[config.mk]
export PLATFORM = sky130hd
export DESIGN_NAME = scr_regs
export DESIGN_NICKNAME = d
export VERILOG_FILES = /design/src/rtl/scr_pkg.sv /design/src/rtl/scr_regs.sv /design/src/rtl/scr_aux.sv
export SDC_FILE = /design/constraint.sdc
export NUM_CORES = 1
export LEC_CHECK = 0
export BUFFER_PORTS_ARGS = -buffer_cell sky130_fd_sc_hd__buf_2
export CORE_MARGIN = 5
export CORE_UTILIZATION = 39
export CTS_CLUSTER_SIZE = 14
export DETAILED_ROUTE_END_ITERATION = 8
export PLACE_DENSITY = 0.79
export SETUP_SLACK_MARGIN = 0.1
export SLEW_MARGIN = 20
export SYNTH_ARGS = -nofsm -noshare
export SYNTH_HDL_FRONTEND = slang
export SYNTH_SLANG_ARGS = --single-unit
[constraint.sdc]
create_clock -name sys_clk_in -period 1.1 [get_ports sys_clk_in]
set_input_delay 0.11 -clock sys_clk_in [delete_from_list [all_inputs] [get_ports sys_clk_in]]
set_output_delay 0.11 -clock sys_clk_in [all_outputs]
set_load 0.01 [all_outputs]
[src/rtl/scr_pkg.sv]
/*
 * Package for the system control register pair: field positions,
 * reset values, selector codes and carrier structs.
 * Assumes a single core clock domain and a synchronous reset.
 */
package scr_pkg;

    // ****************************************************************
    // Selector codes
    // ****************************************************************
    localparam logic [2:0] SEL_CTRL = 3'h0;
    localparam logic [2:0] SEL_AUX = 3'h1;

    // ****************************************************************
    // Control register field positions
    // ****************************************************************
    localparam int CTL_XLATE = 0;
    localparam int CTL_ALIGN = 1;
    localparam int CTL_DCACHE = 2;
    localparam int CTL_BIGEND = 7;
    localparam int CTL_SYSPROT = 8;
    localparam int CTL_ROMPROT = 9;
    localparam int CTL_BTB = 11;
    localparam int CTL_ICACHE = 12;
    localparam int CTL_VECHI = 13;
    localparam logic [31:0] CTL_WMASK = 32'h0000_3B87;
    localparam logic [31:0] CTL_ONES = 32'h0000_0078;
    localparam logic [31:0] CTL_RESET = 32'h0000_0000;

    // ****************************************************************
    // Auxiliary register field positions
    // ****************************************************************
    localparam int AUX_NOCOAL = 0;
    localparam int AUX_PGATTR = 1;
    localparam int AUX_POL_LO = 4;
    localparam logic [31:0] AUX_WMASK = 32'h0000_0033;
    localparam logic [31:0] AUX_RESET = 32'h0000_0000;

    // ****************************************************************
    // Vector bases and policy codes
    // ****************************************************************
    localparam logic [31:0] VEC_LOW = 32'h0000_0000;
    localparam logic [31:0] VEC_HIGH = 32'hFFFF_0000;
    localparam logic [1:0] POL_WB_RA = 2'h0;
    localparam logic [1:0] POL_WB_RWA = 2'h1;
    localparam logic [1:0] POL_WT_RA = 2'h2;
    localparam logic [1:0] POL_UNPRED = 2'h3;

    // Core register transfer request
    typedef struct packed {
        logic valid;
        logic write;
        logic [2:0] sel;
        logic [31:0] wdata;
    } scr_req_t;

    // Control outputs towards the core
    typedef struct packed {
        logic xlate_en;
        logic align_en;
        logic dcache_en;
        logic big_endian;
        logic sys_prot;
        logic rom_prot;
        logic btb_en;
        logic icache_en;
        logic vec_high;
        logic [31:0] vec_base;
        logic vec_translate;
        logic [1:0] minicache_policy;
        logic mini_write_through;
        logic mini_write_alloc;
        logic coalesce_off;
    } scr_ctl_t;

endpackage

[src/rtl/scr_regs.sv]
/*
 * System control register pair of the core's system coprocessor.
 * Assumes the core issues single-cycle register transfers on the
 * request port, synchronous to sys_clk_in.
 */
// Function
// - selector 0 control, 1 auxiliary
// - bit 13 relocates vectors high
// - vectors translated when translation enabled
// - reset clears; bits 6:3 read one
// - bit 12 enables instruction cache
// - bit 11 enables branch target buffer
// - bits 9,8 select ROM/system protection
// - bit 7 selects big endian
// - bit 2 enables data cache
// - bit 1 enables alignment faults
// - aux field sets minicache policy
// - policy codes: WB-RA, WB-RWA, WT-RA
// - aux bit 0 disables coalescing
`timescale 1ns/1ps
`default_nettype none

module scr_regs (
    input wire logic sys_clk_in,
    input wire logic rst_in,
    input wire logic ce_in,
    input wire scr_pkg::scr_req_t req_in,
    output logic [31:0] rdata_out,
    output logic rvalid_out,
    output var scr_pkg::scr_ctl_t ctl_out
);

    // ****************************************************************
    // Decode
    // ****************************************************************
    logic hit_ctrl;
    logic hit_aux;
    logic [31:0] ctrl_q;
    logic [31:0] ctrl_view;
    logic [31:0] aux_val;
    logic [31:0] rdata_q;
    logic rvalid_q;

    // Selector decides which register is addressed
    assign hit_ctrl = req_in.valid && (req_in.sel == scr_pkg::SEL_CTRL);
    assign hit_aux = req_in.valid && (req_in.sel == scr_pkg::SEL_AUX);

    // ****************************************************************
    // Control register
    // ****************************************************************
    // Only writable bits are stored; reserved ones ignore writes
    always_ff @(posedge sys_clk_in)
    begin
        if (rst_in)
            ctrl_q <= scr_pkg::CTL_RESET;
        else if (ce_in && hit_ctrl && req_in.write)
            ctrl_q <= req_in.wdata & scr_pkg::CTL_WMASK;
    end

    // Bits 6:3 always read as one
    assign ctrl_view = ctrl_q | scr_pkg::CTL_ONES;

    // Auxiliary register
    scr_aux u_aux (
        .sys_clk_in(sys_clk_in),
        .rst_in(rst_in),
        .ce_in(ce_in),
        .wr_in(hit_aux && req_in.write),
        .wdata_in(req_in.wdata),
        .value_out(aux_val)
    );

    // ****************************************************************
    // Read port
    // ****************************************************************
    // Read data registered, one cycle after the request
    always_ff @(posedge sys_clk_in)
    begin
        if (rst_in)
        begin
            rdata_q <= 32'h0000_0000;
            rvalid_q <= 1'b0;
        end
        else if (ce_in)
        begin
            rvalid_q <= req_in.valid && !req_in.write;
            if (req_in.valid && !req_in.write)
            begin
                if (hit_ctrl)
                    rdata_q <= ctrl_view;
                else if (hit_aux)
                    rdata_q <= aux_val;
                else
                    rdata_q <= 32'h0000_0000; // Unknown selector
            end
        end
    end

    assign rdata_out = rdata_q;
    assign rvalid_out = rvalid_q;

    // ****************************************************************
    // Control outputs
    // ****************************************************************
    // Enables and selects taken straight from stored bits
    always_comb
    begin
        ctl_out.xlate_en = ctrl_q[scr_pkg::CTL_XLATE];
        ctl_out.align_en = ctrl_q[scr_pkg::CTL_ALIGN];
        ctl_out.dcache_en = ctrl_q[scr_pkg::CTL_DCACHE];
        ctl_out.big_endian = ctrl_q[scr_pkg::CTL_BIGEND];
        ctl_out.sys_prot = ctrl_q[scr_pkg::CTL_SYSPROT];
        ctl_out.rom_prot = ctrl_q[scr_pkg::CTL_ROMPROT];
        ctl_out.btb_en = ctrl_q[scr_pkg::CTL_BTB];
        ctl_out.icache_en = ctrl_q[scr_pkg::CTL_ICACHE];
        ctl_out.vec_high = ctrl_q[scr_pkg::CTL_VECHI];
        ctl_out.vec_base = ctrl_q[scr_pkg::CTL_VECHI] ? scr_pkg::VEC_HIGH
                                                      : scr_pkg::VEC_LOW;
        // Vector fetches use normal translation when enabled
        ctl_out.vec_translate = ctrl_q[scr_pkg::CTL_XLATE];
        ctl_out.minicache_policy = aux_val[scr_pkg::AUX_POL_LO +: 2];
        ctl_out.mini_write_through = 1'b0;
        ctl_out.mini_write_alloc = 1'b0;
        unique case (aux_val[scr_pkg::AUX_POL_LO +: 2])
            scr_pkg::POL_WB_RA: ctl_out.mini_write_alloc = 1'b0;
            scr_pkg::POL_WB_RWA: ctl_out.mini_write_alloc = 1'b1;
            scr_pkg::POL_WT_RA: ctl_out.mini_write_through = 1'b1;
            scr_pkg::POL_UNPRED: ctl_out.mini_write_through = 1'b1; // Unpredictable
        endcase
        ctl_out.coalesce_off = aux_val[scr_pkg::AUX_NOCOAL];
    end

    // ****************************************************************
    // Checks
    // ****************************************************************
    chk_ones_read: assert property (@(posedge sys_clk_in) disable iff (rst_in)
        ce_in && hit_ctrl && !req_in.write |=> rdata_out[6:3] == 4'hF && rvalid_out)
        else $error("bits 6:3 not one");
    chk_reset_clear: assert property (@(posedge sys_clk_in)
        rst_in |=> ctrl_q == 32'h0000_0000 && aux_val == 32'h0000_0000)
        else $error("reset did not clear");
    chk_ctrl_write: assert property (@(posedge sys_clk_in) disable iff (rst_in)
        ce_in && hit_ctrl && req_in.write |=>
            ctl_out.icache_en == $past(req_in.wdata[12]) &&
            ctl_out.btb_en == $past(req_in.wdata[11]))
        else $error("control write not applied");
    chk_vec_base: assert property (@(posedge sys_clk_in) disable iff (rst_in)
        ctl_out.vec_base == (ctrl_q[13] ? 32'hFFFF_0000 : 32'h0000_0000))
        else $error("vector base wrong");
    chk_aux_isolate: assert property (@(posedge sys_clk_in) disable iff (rst_in)
        ce_in && hit_aux && req_in.write |=> $stable(ctrl_q))
        else $error("aux write hit control");
    chk_freeze: assert property (@(posedge sys_clk_in) disable iff (rst_in)
        !ce_in |=> $stable(ctrl_q) && $stable(rdata_out))
        else $error("state moved while frozen");
    chk_coalesce: assert property (@(posedge sys_clk_in) disable iff (rst_in)
        ce_in && hit_aux && req_in.write |=> ctl_out.coalesce_off == $past(req_in.wdata[0]))
        else $error("coalesce bit wrong");
    chk_policy_wt: assert property (@(posedge sys_clk_in) disable iff (rst_in)
        ctl_out.minicache_policy == 2'h2 |-> ctl_out.mini_write_through && !ctl_out.mini_write_alloc)
        else $error("write-through decode wrong");
    chk_field_map: assert property (@(posedge sys_clk_in) disable iff (rst_in)
        ctl_out.big_endian == rdata_q[7] || !$past(hit_ctrl && !req_in.write && ce_in) ||
        $past(hit_ctrl && req_in.write && ce_in))
        else $error("endian bit mismatch");

    // Remaining control fields follow the written data
    chk_prot_write: assert property (@(posedge sys_clk_in) disable iff (rst_in)
        ce_in && hit_ctrl && req_in.write |=>
            ctl_out.rom_prot == $past(req_in.wdata[9]) &&
            ctl_out.sys_prot == $past(req_in.wdata[8]))
        else $error("protection selects not applied");
    chk_endian_write: assert property (@(posedge sys_clk_in) disable iff (rst_in)
        ce_in && hit_ctrl && req_in.write |=> ctl_out.big_endian == $past(req_in.wdata[7]))
        else $error("endian select not applied");
    chk_dcache_write: assert property (@(posedge sys_clk_in) disable iff (rst_in)
        ce_in && hit_ctrl && req_in.write |=> ctl_out.dcache_en == $past(req_in.wdata[2]))
        else $error("data cache enable not applied");
    chk_align_write: assert property (@(posedge sys_clk_in) disable iff (rst_in)
        ce_in && hit_ctrl && req_in.write |=> ctl_out.align_en == $past(req_in.wdata[1]))
        else $error("alignment enable not applied");
    chk_xlate_write: assert property (@(posedge sys_clk_in) disable iff (rst_in)
        ce_in && hit_ctrl && req_in.write |=> ctl_out.xlate_en == $past(req_in.wdata[0]))
        else $error("translation enable not applied");
    chk_vec_xlate: assert property (@(posedge sys_clk_in) disable iff (rst_in)
        ce_in && hit_ctrl && req_in.write |=> ctl_out.vec_translate == $past(req_in.wdata[0]))
        else $error("vector translation wrong");
    chk_ctrl_reserved: assert property (@(posedge sys_clk_in) disable iff (rst_in)
        (ctrl_q & ~scr_pkg::CTL_WMASK) == 32'h0000_0000)
        else $error("control reserved bits set");

    // Read data and selector decode
    chk_ctrl_read: assert property (@(posedge sys_clk_in) disable iff (rst_in)
        ce_in && hit_ctrl && !req_in.write |=>
            rdata_out == ($past(ctrl_q) | scr_pkg::CTL_ONES))
        else $error("control read data wrong");
    chk_aux_read: assert property (@(posedge sys_clk_in) disable iff (rst_in)
        ce_in && hit_aux && !req_in.write |=> rdata_out == $past(aux_val))
        else $error("aux read data wrong");
    chk_unmapped_wr: assert property (@(posedge sys_clk_in) disable iff (rst_in)
        ce_in && req_in.valid && req_in.write && !hit_ctrl && !hit_aux |=>
            $stable(ctrl_q) && $stable(aux_val))
        else $error("unmapped write changed state");
    chk_rvalid_idle: assert property (@(posedge sys_clk_in) disable iff (rst_in)
        ce_in && !(req_in.valid && !req_in.write) |=> !rvalid_out)
        else $error("read answer without read");

    // Minicache policy decode
    chk_policy_write: assert property (@(posedge sys_clk_in) disable iff (rst_in)
        ce_in && hit_aux && req_in.write |=>
            ctl_out.minicache_policy == $past(req_in.wdata[5:4]))
        else $error("policy field not applied");
    chk_policy_wb: assert property (@(posedge sys_clk_in) disable iff (rst_in)
        !ctl_out.minicache_policy[1] |-> !ctl_out.mini_write_through &&
            ctl_out.mini_write_alloc == ctl_out.minicache_policy[0])
        else $error("write-back decode wrong");

    cov_ctrl_write: cover property (@(posedge sys_clk_in) ce_in && hit_ctrl && req_in.write);
    cov_aux_read: cover property (@(posedge sys_clk_in) ce_in && hit_aux && !req_in.write);
    cov_vec_high: cover property (@(posedge sys_clk_in) ctl_out.vec_high && ctl_out.xlate_en);
    cov_unmapped: cover property (@(posedge sys_clk_in)
        ce_in && req_in.valid && !hit_ctrl && !hit_aux);
    cov_policy_rwa: cover property (@(posedge sys_clk_in) ctl_out.mini_write_alloc);

endmodule

`default_nettype wire

[src/rtl/scr_aux.sv]
/*
 * Auxiliary control register: minicache policy and coalescing disable.
 * Assumes writes arrive already decoded from the transfer port.
 */
`timescale 1ns/1ps
`default_nettype none

module scr_aux (
    input wire logic sys_clk_in,
    input wire logic rst_in,
    input wire logic ce_in,
    input wire logic wr_in,
    input wire logic [31:0] wdata_in,
    output logic [31:0] value_out
);

    logic [31:0] aux_q;

    // Writable bits only; reserved bits stay zero
    always_ff @(posedge sys_clk_in)
    begin
        if (rst_in)
            aux_q <= scr_pkg::AUX_RESET;
        else if (ce_in && wr_in)
            aux_q <= wdata_in & scr_pkg::AUX_WMASK;
    end

    assign value_out = aux_q;

    chk_aux_reserved: assert property (@(posedge sys_clk_in) disable iff (rst_in)
        (aux_q & ~scr_pkg::AUX_WMASK) == 32'h0000_0000)
        else $error("aux reserved bits set");
    chk_aux_write: assert property (@(posedge sys_clk_in) disable iff (rst_in)
        ce_in && wr_in |=> aux_q == ($past(wdata_in) & scr_pkg::AUX_WMASK))
        else $error("aux write not stored");

endmodule

`default_nettype wire

==> flow_summary.toml <==
[status]
outcome = "finished clean"

[setup_path]
path_class = "reg -> out"
start_kind = "register"
slowest_delay_ns = 0.35
cp.arrival_ns = 0.87
worstPathMaxFanout = 4
path_cells = "nor2b_1, buf_2"
required_ns = 0.99
slowest_stage = "dfxtp_2"
setup.worst_path.end_class = "primary output"

[final_layout]
final_core_util_pct = 45.9
fin_cells = 256
fin_area_mm2 = 0.00172
area_growth_pct = 11.8
drive_gt1_share_pct = 43.3
diodes = 0
fin_nets = 250

[synth]
yosysTopAreaCell = "dfxtp_1"
ys_ff_latch = 26
synth_top_area_share_pct = 33.9
synth_seq_area_share_pct = 33.9
yosysUniqueCellTypes = 25
synth_area_per_cell_um2 = 9.48
synthTopCellsByArea = "dfxtp_1, buf_4, nand2b_1, a22o_1, nand4b_1"
yosys_warnings = 0
syn-instance-count = 162
syn-cell-area_mm2 = 0.00154

[floorplanning]
start_util_pct = 41.0
ios = 120
fp.dieH_um = 72.8
dieArea_mm2 = 0.00529
die_w_um = 72.8
row_count = 22
fp.coreArea_mm2 = 0.00374

[drt]
drcViolationCount = 0
ant_nets = 0
dr.pass1.iters = 4
vias = 1131
wl_um = 3260
drt_iter0_drc = 42
wire_per_inst_um = 12.7
routed_via_density = 4.42

[clocking]
htree_levels = 1
clk_latency_ns = 0.26
cts.sink_count = 26
cts_buffers = 3
cts_tree = "yes"
clk_pin_slew_ns = 0.08
clock_path_buffers = 2
clk_root_buffer_cell = "clkbuf_8"
cts_setup_buffers = 0

[global_route]
grt_start_max_net_pins = 22
grtUsageTotal_pct = 11.4
grt_pass1_wl_um = 4740
antenna_found_initial = 0
gr-total-overflow = 0
grt_pass1_vias = 1008

[sta]
rsz0062_at_grt = "true"
relSlewSlack_pct = 62.0
max_freq_mhz = 1020
skew_ns = 0.00168
drv_slew = 0
setup_violations = 0
fin_crit_ns = 0.976
fin_crit_sh_pct = 88.7
hold_violations = 0
worst_slew_pin_slew_ns = 0.568

[pwr]
p_leak_uw = 0.000865
total_power_uw = 1690
p_int_uw = 1270
seq_power_share_pct = 56.1
comb_power_share_pct = 13.1
swShare_pct = 25.0
switching_power_uw = 423
power.density_mw_per_mm2 = 984
vdd_ir_drop_max_uv = 517
clkPwrFrac_pct = 30.8

[placement]
place_congestion = 0.686
io_buffers = 63
place_inst = 253
place_area_mm2 = 0.00165
dp_hpwl_um = 2590

[min_path]
hp-class = "in -> reg"

[run]
max_cap_viol_count = 0
[area by class of cell]
cell class / instances / area, um^2
Tap cell: 48 / 60.1
Multi-Input combinational cell: 104 / 684
Clock buffer: 3 / 41.3
Fill cell: 385 / 2030
Timing Repair Buffer: 75 / 405
Sequential cell: 26 / 527
[critical path: cells and delay by family (launching register included)]
family        cells  cell delay [ns]
simple gates      1             0.12
flops             1             0.35
buf+inv           1             0.13
[power groups by stage]
stage	Clock, uW	Sequential [uW]	Combinational (uW)
finish	521	949	221
global route	563	951	244
CTS	529	949	211
detailed placement	0	974	209
global placement	0	973	207
floorplan	0	976	229
[worst paths after layout]
| check | cells after the start | slack, ns | from | to |
|---|---|---|---|---|
| setup / recovery | 2 | 0.12 | u_aux.value_out[4] | ctl_out[1] |
| hold / removal | 3 | 0.09 | req_in[5] | u_aux.value_out[5] |
| setup reg to reg | 2 | 0.38 | ctrl_q[13] | ctrl_q[13] |
| hold reg to reg | 2 | 0.47 | rvalid_out | rvalid_out |
[logic make-up (layout without fill, tap and decap cells)]
logic type | count (synthesis) | after routing | share of synthesized area, %
buffers and inverters | 66 | 78 | 31.1
and+or+nand+nor | 32 | 32 | 16.3
AOI/OAI and AO/OA | 31 | 31 | 14.6
DFF | 26 | 26 | 33.9
muxes | 6 | 6 | 3.91
other | 1 | 35 | 0.244
[registers in the layout, summed over array words and instances (netlist names)]
| name | flops |
|---|---|
| ctrl_q | 9 |
| rvalid_out | 1 |
| rdata_out | 12 |
| u_aux.value_out | 4 |
[cell usage in the layout (no fill, tap or decap)]
cell type  instances
nor4_4             1
clkbuf_8           3
o21ai_1            3
mux2i_1            6
dfxtp_1           23
and4bb_1           1
a22oi_1            1
nor2_1             2
nand2b_1          10
nand4bb_4          1
nor2b_1            5
or3_4              1
dfxtp_2            2
nor2b_2            1
dfxtp_4            1
conb_1            35
a21oi_1            8
and3_4             1
o21ai_0            8
buf_4             12
nand4b_1           7
or2_1              1
a22o_1             7
buf_2             63
nand3b_1           1
o2bb2ai_2          4
[Yosys cell counts]
library cell   n
a21oi_1        8
a22o_1         7
a22oi_1        1
and3_4         1
and4bb_1       1
buf_2          3
buf_4         56
buf_6          2
clkbuf_1       4
clkbuf_2       1
conb_1         1
dfxtp_1       26
mux2i_1        6
nand2b_1      10
nand3b_1       1
nand4b_1       7
nand4bb_1      1
nor2_1         2
nor2b_1        6
nor4_4         1
o21ai_0        9
o21ai_1        2
o2bb2ai_2      4
or2_1          1
or3_4          1
[through the flow]
step           setup WS (ns)  setup TNS (ns)  hold WS [ns]
6_report               0.124               0        0.0876
5_1_grt               0.0556               0         0.102
4_1_cts                0.110               0        0.0866
3_5_place_dp          -0.316           -3.64         0.383
3_3_place_gp          -0.275           -3.09         0.374
2_1_floorplan          0.106               0         0.266
[what timing repair did]
| action | CTS | global route |
|---|---|---|
| resized for setup | 4 | 3 |
| hold buffers | 0 | 0 |
| setup endpoints to repair | 29 | 7 |
| cloned | 0 | 0 |
| pin swaps | 0 | 0 |
[per-layer routing]
metal	wire length [um]	track usage [%]	share of wire [%]
met1	1220	12.9	37
met2	1610	20.2	49
met4	70	6.15	2.1
met3	357	1.79	11
met5	0	0	0
Power figures use the tool's default switching activity.
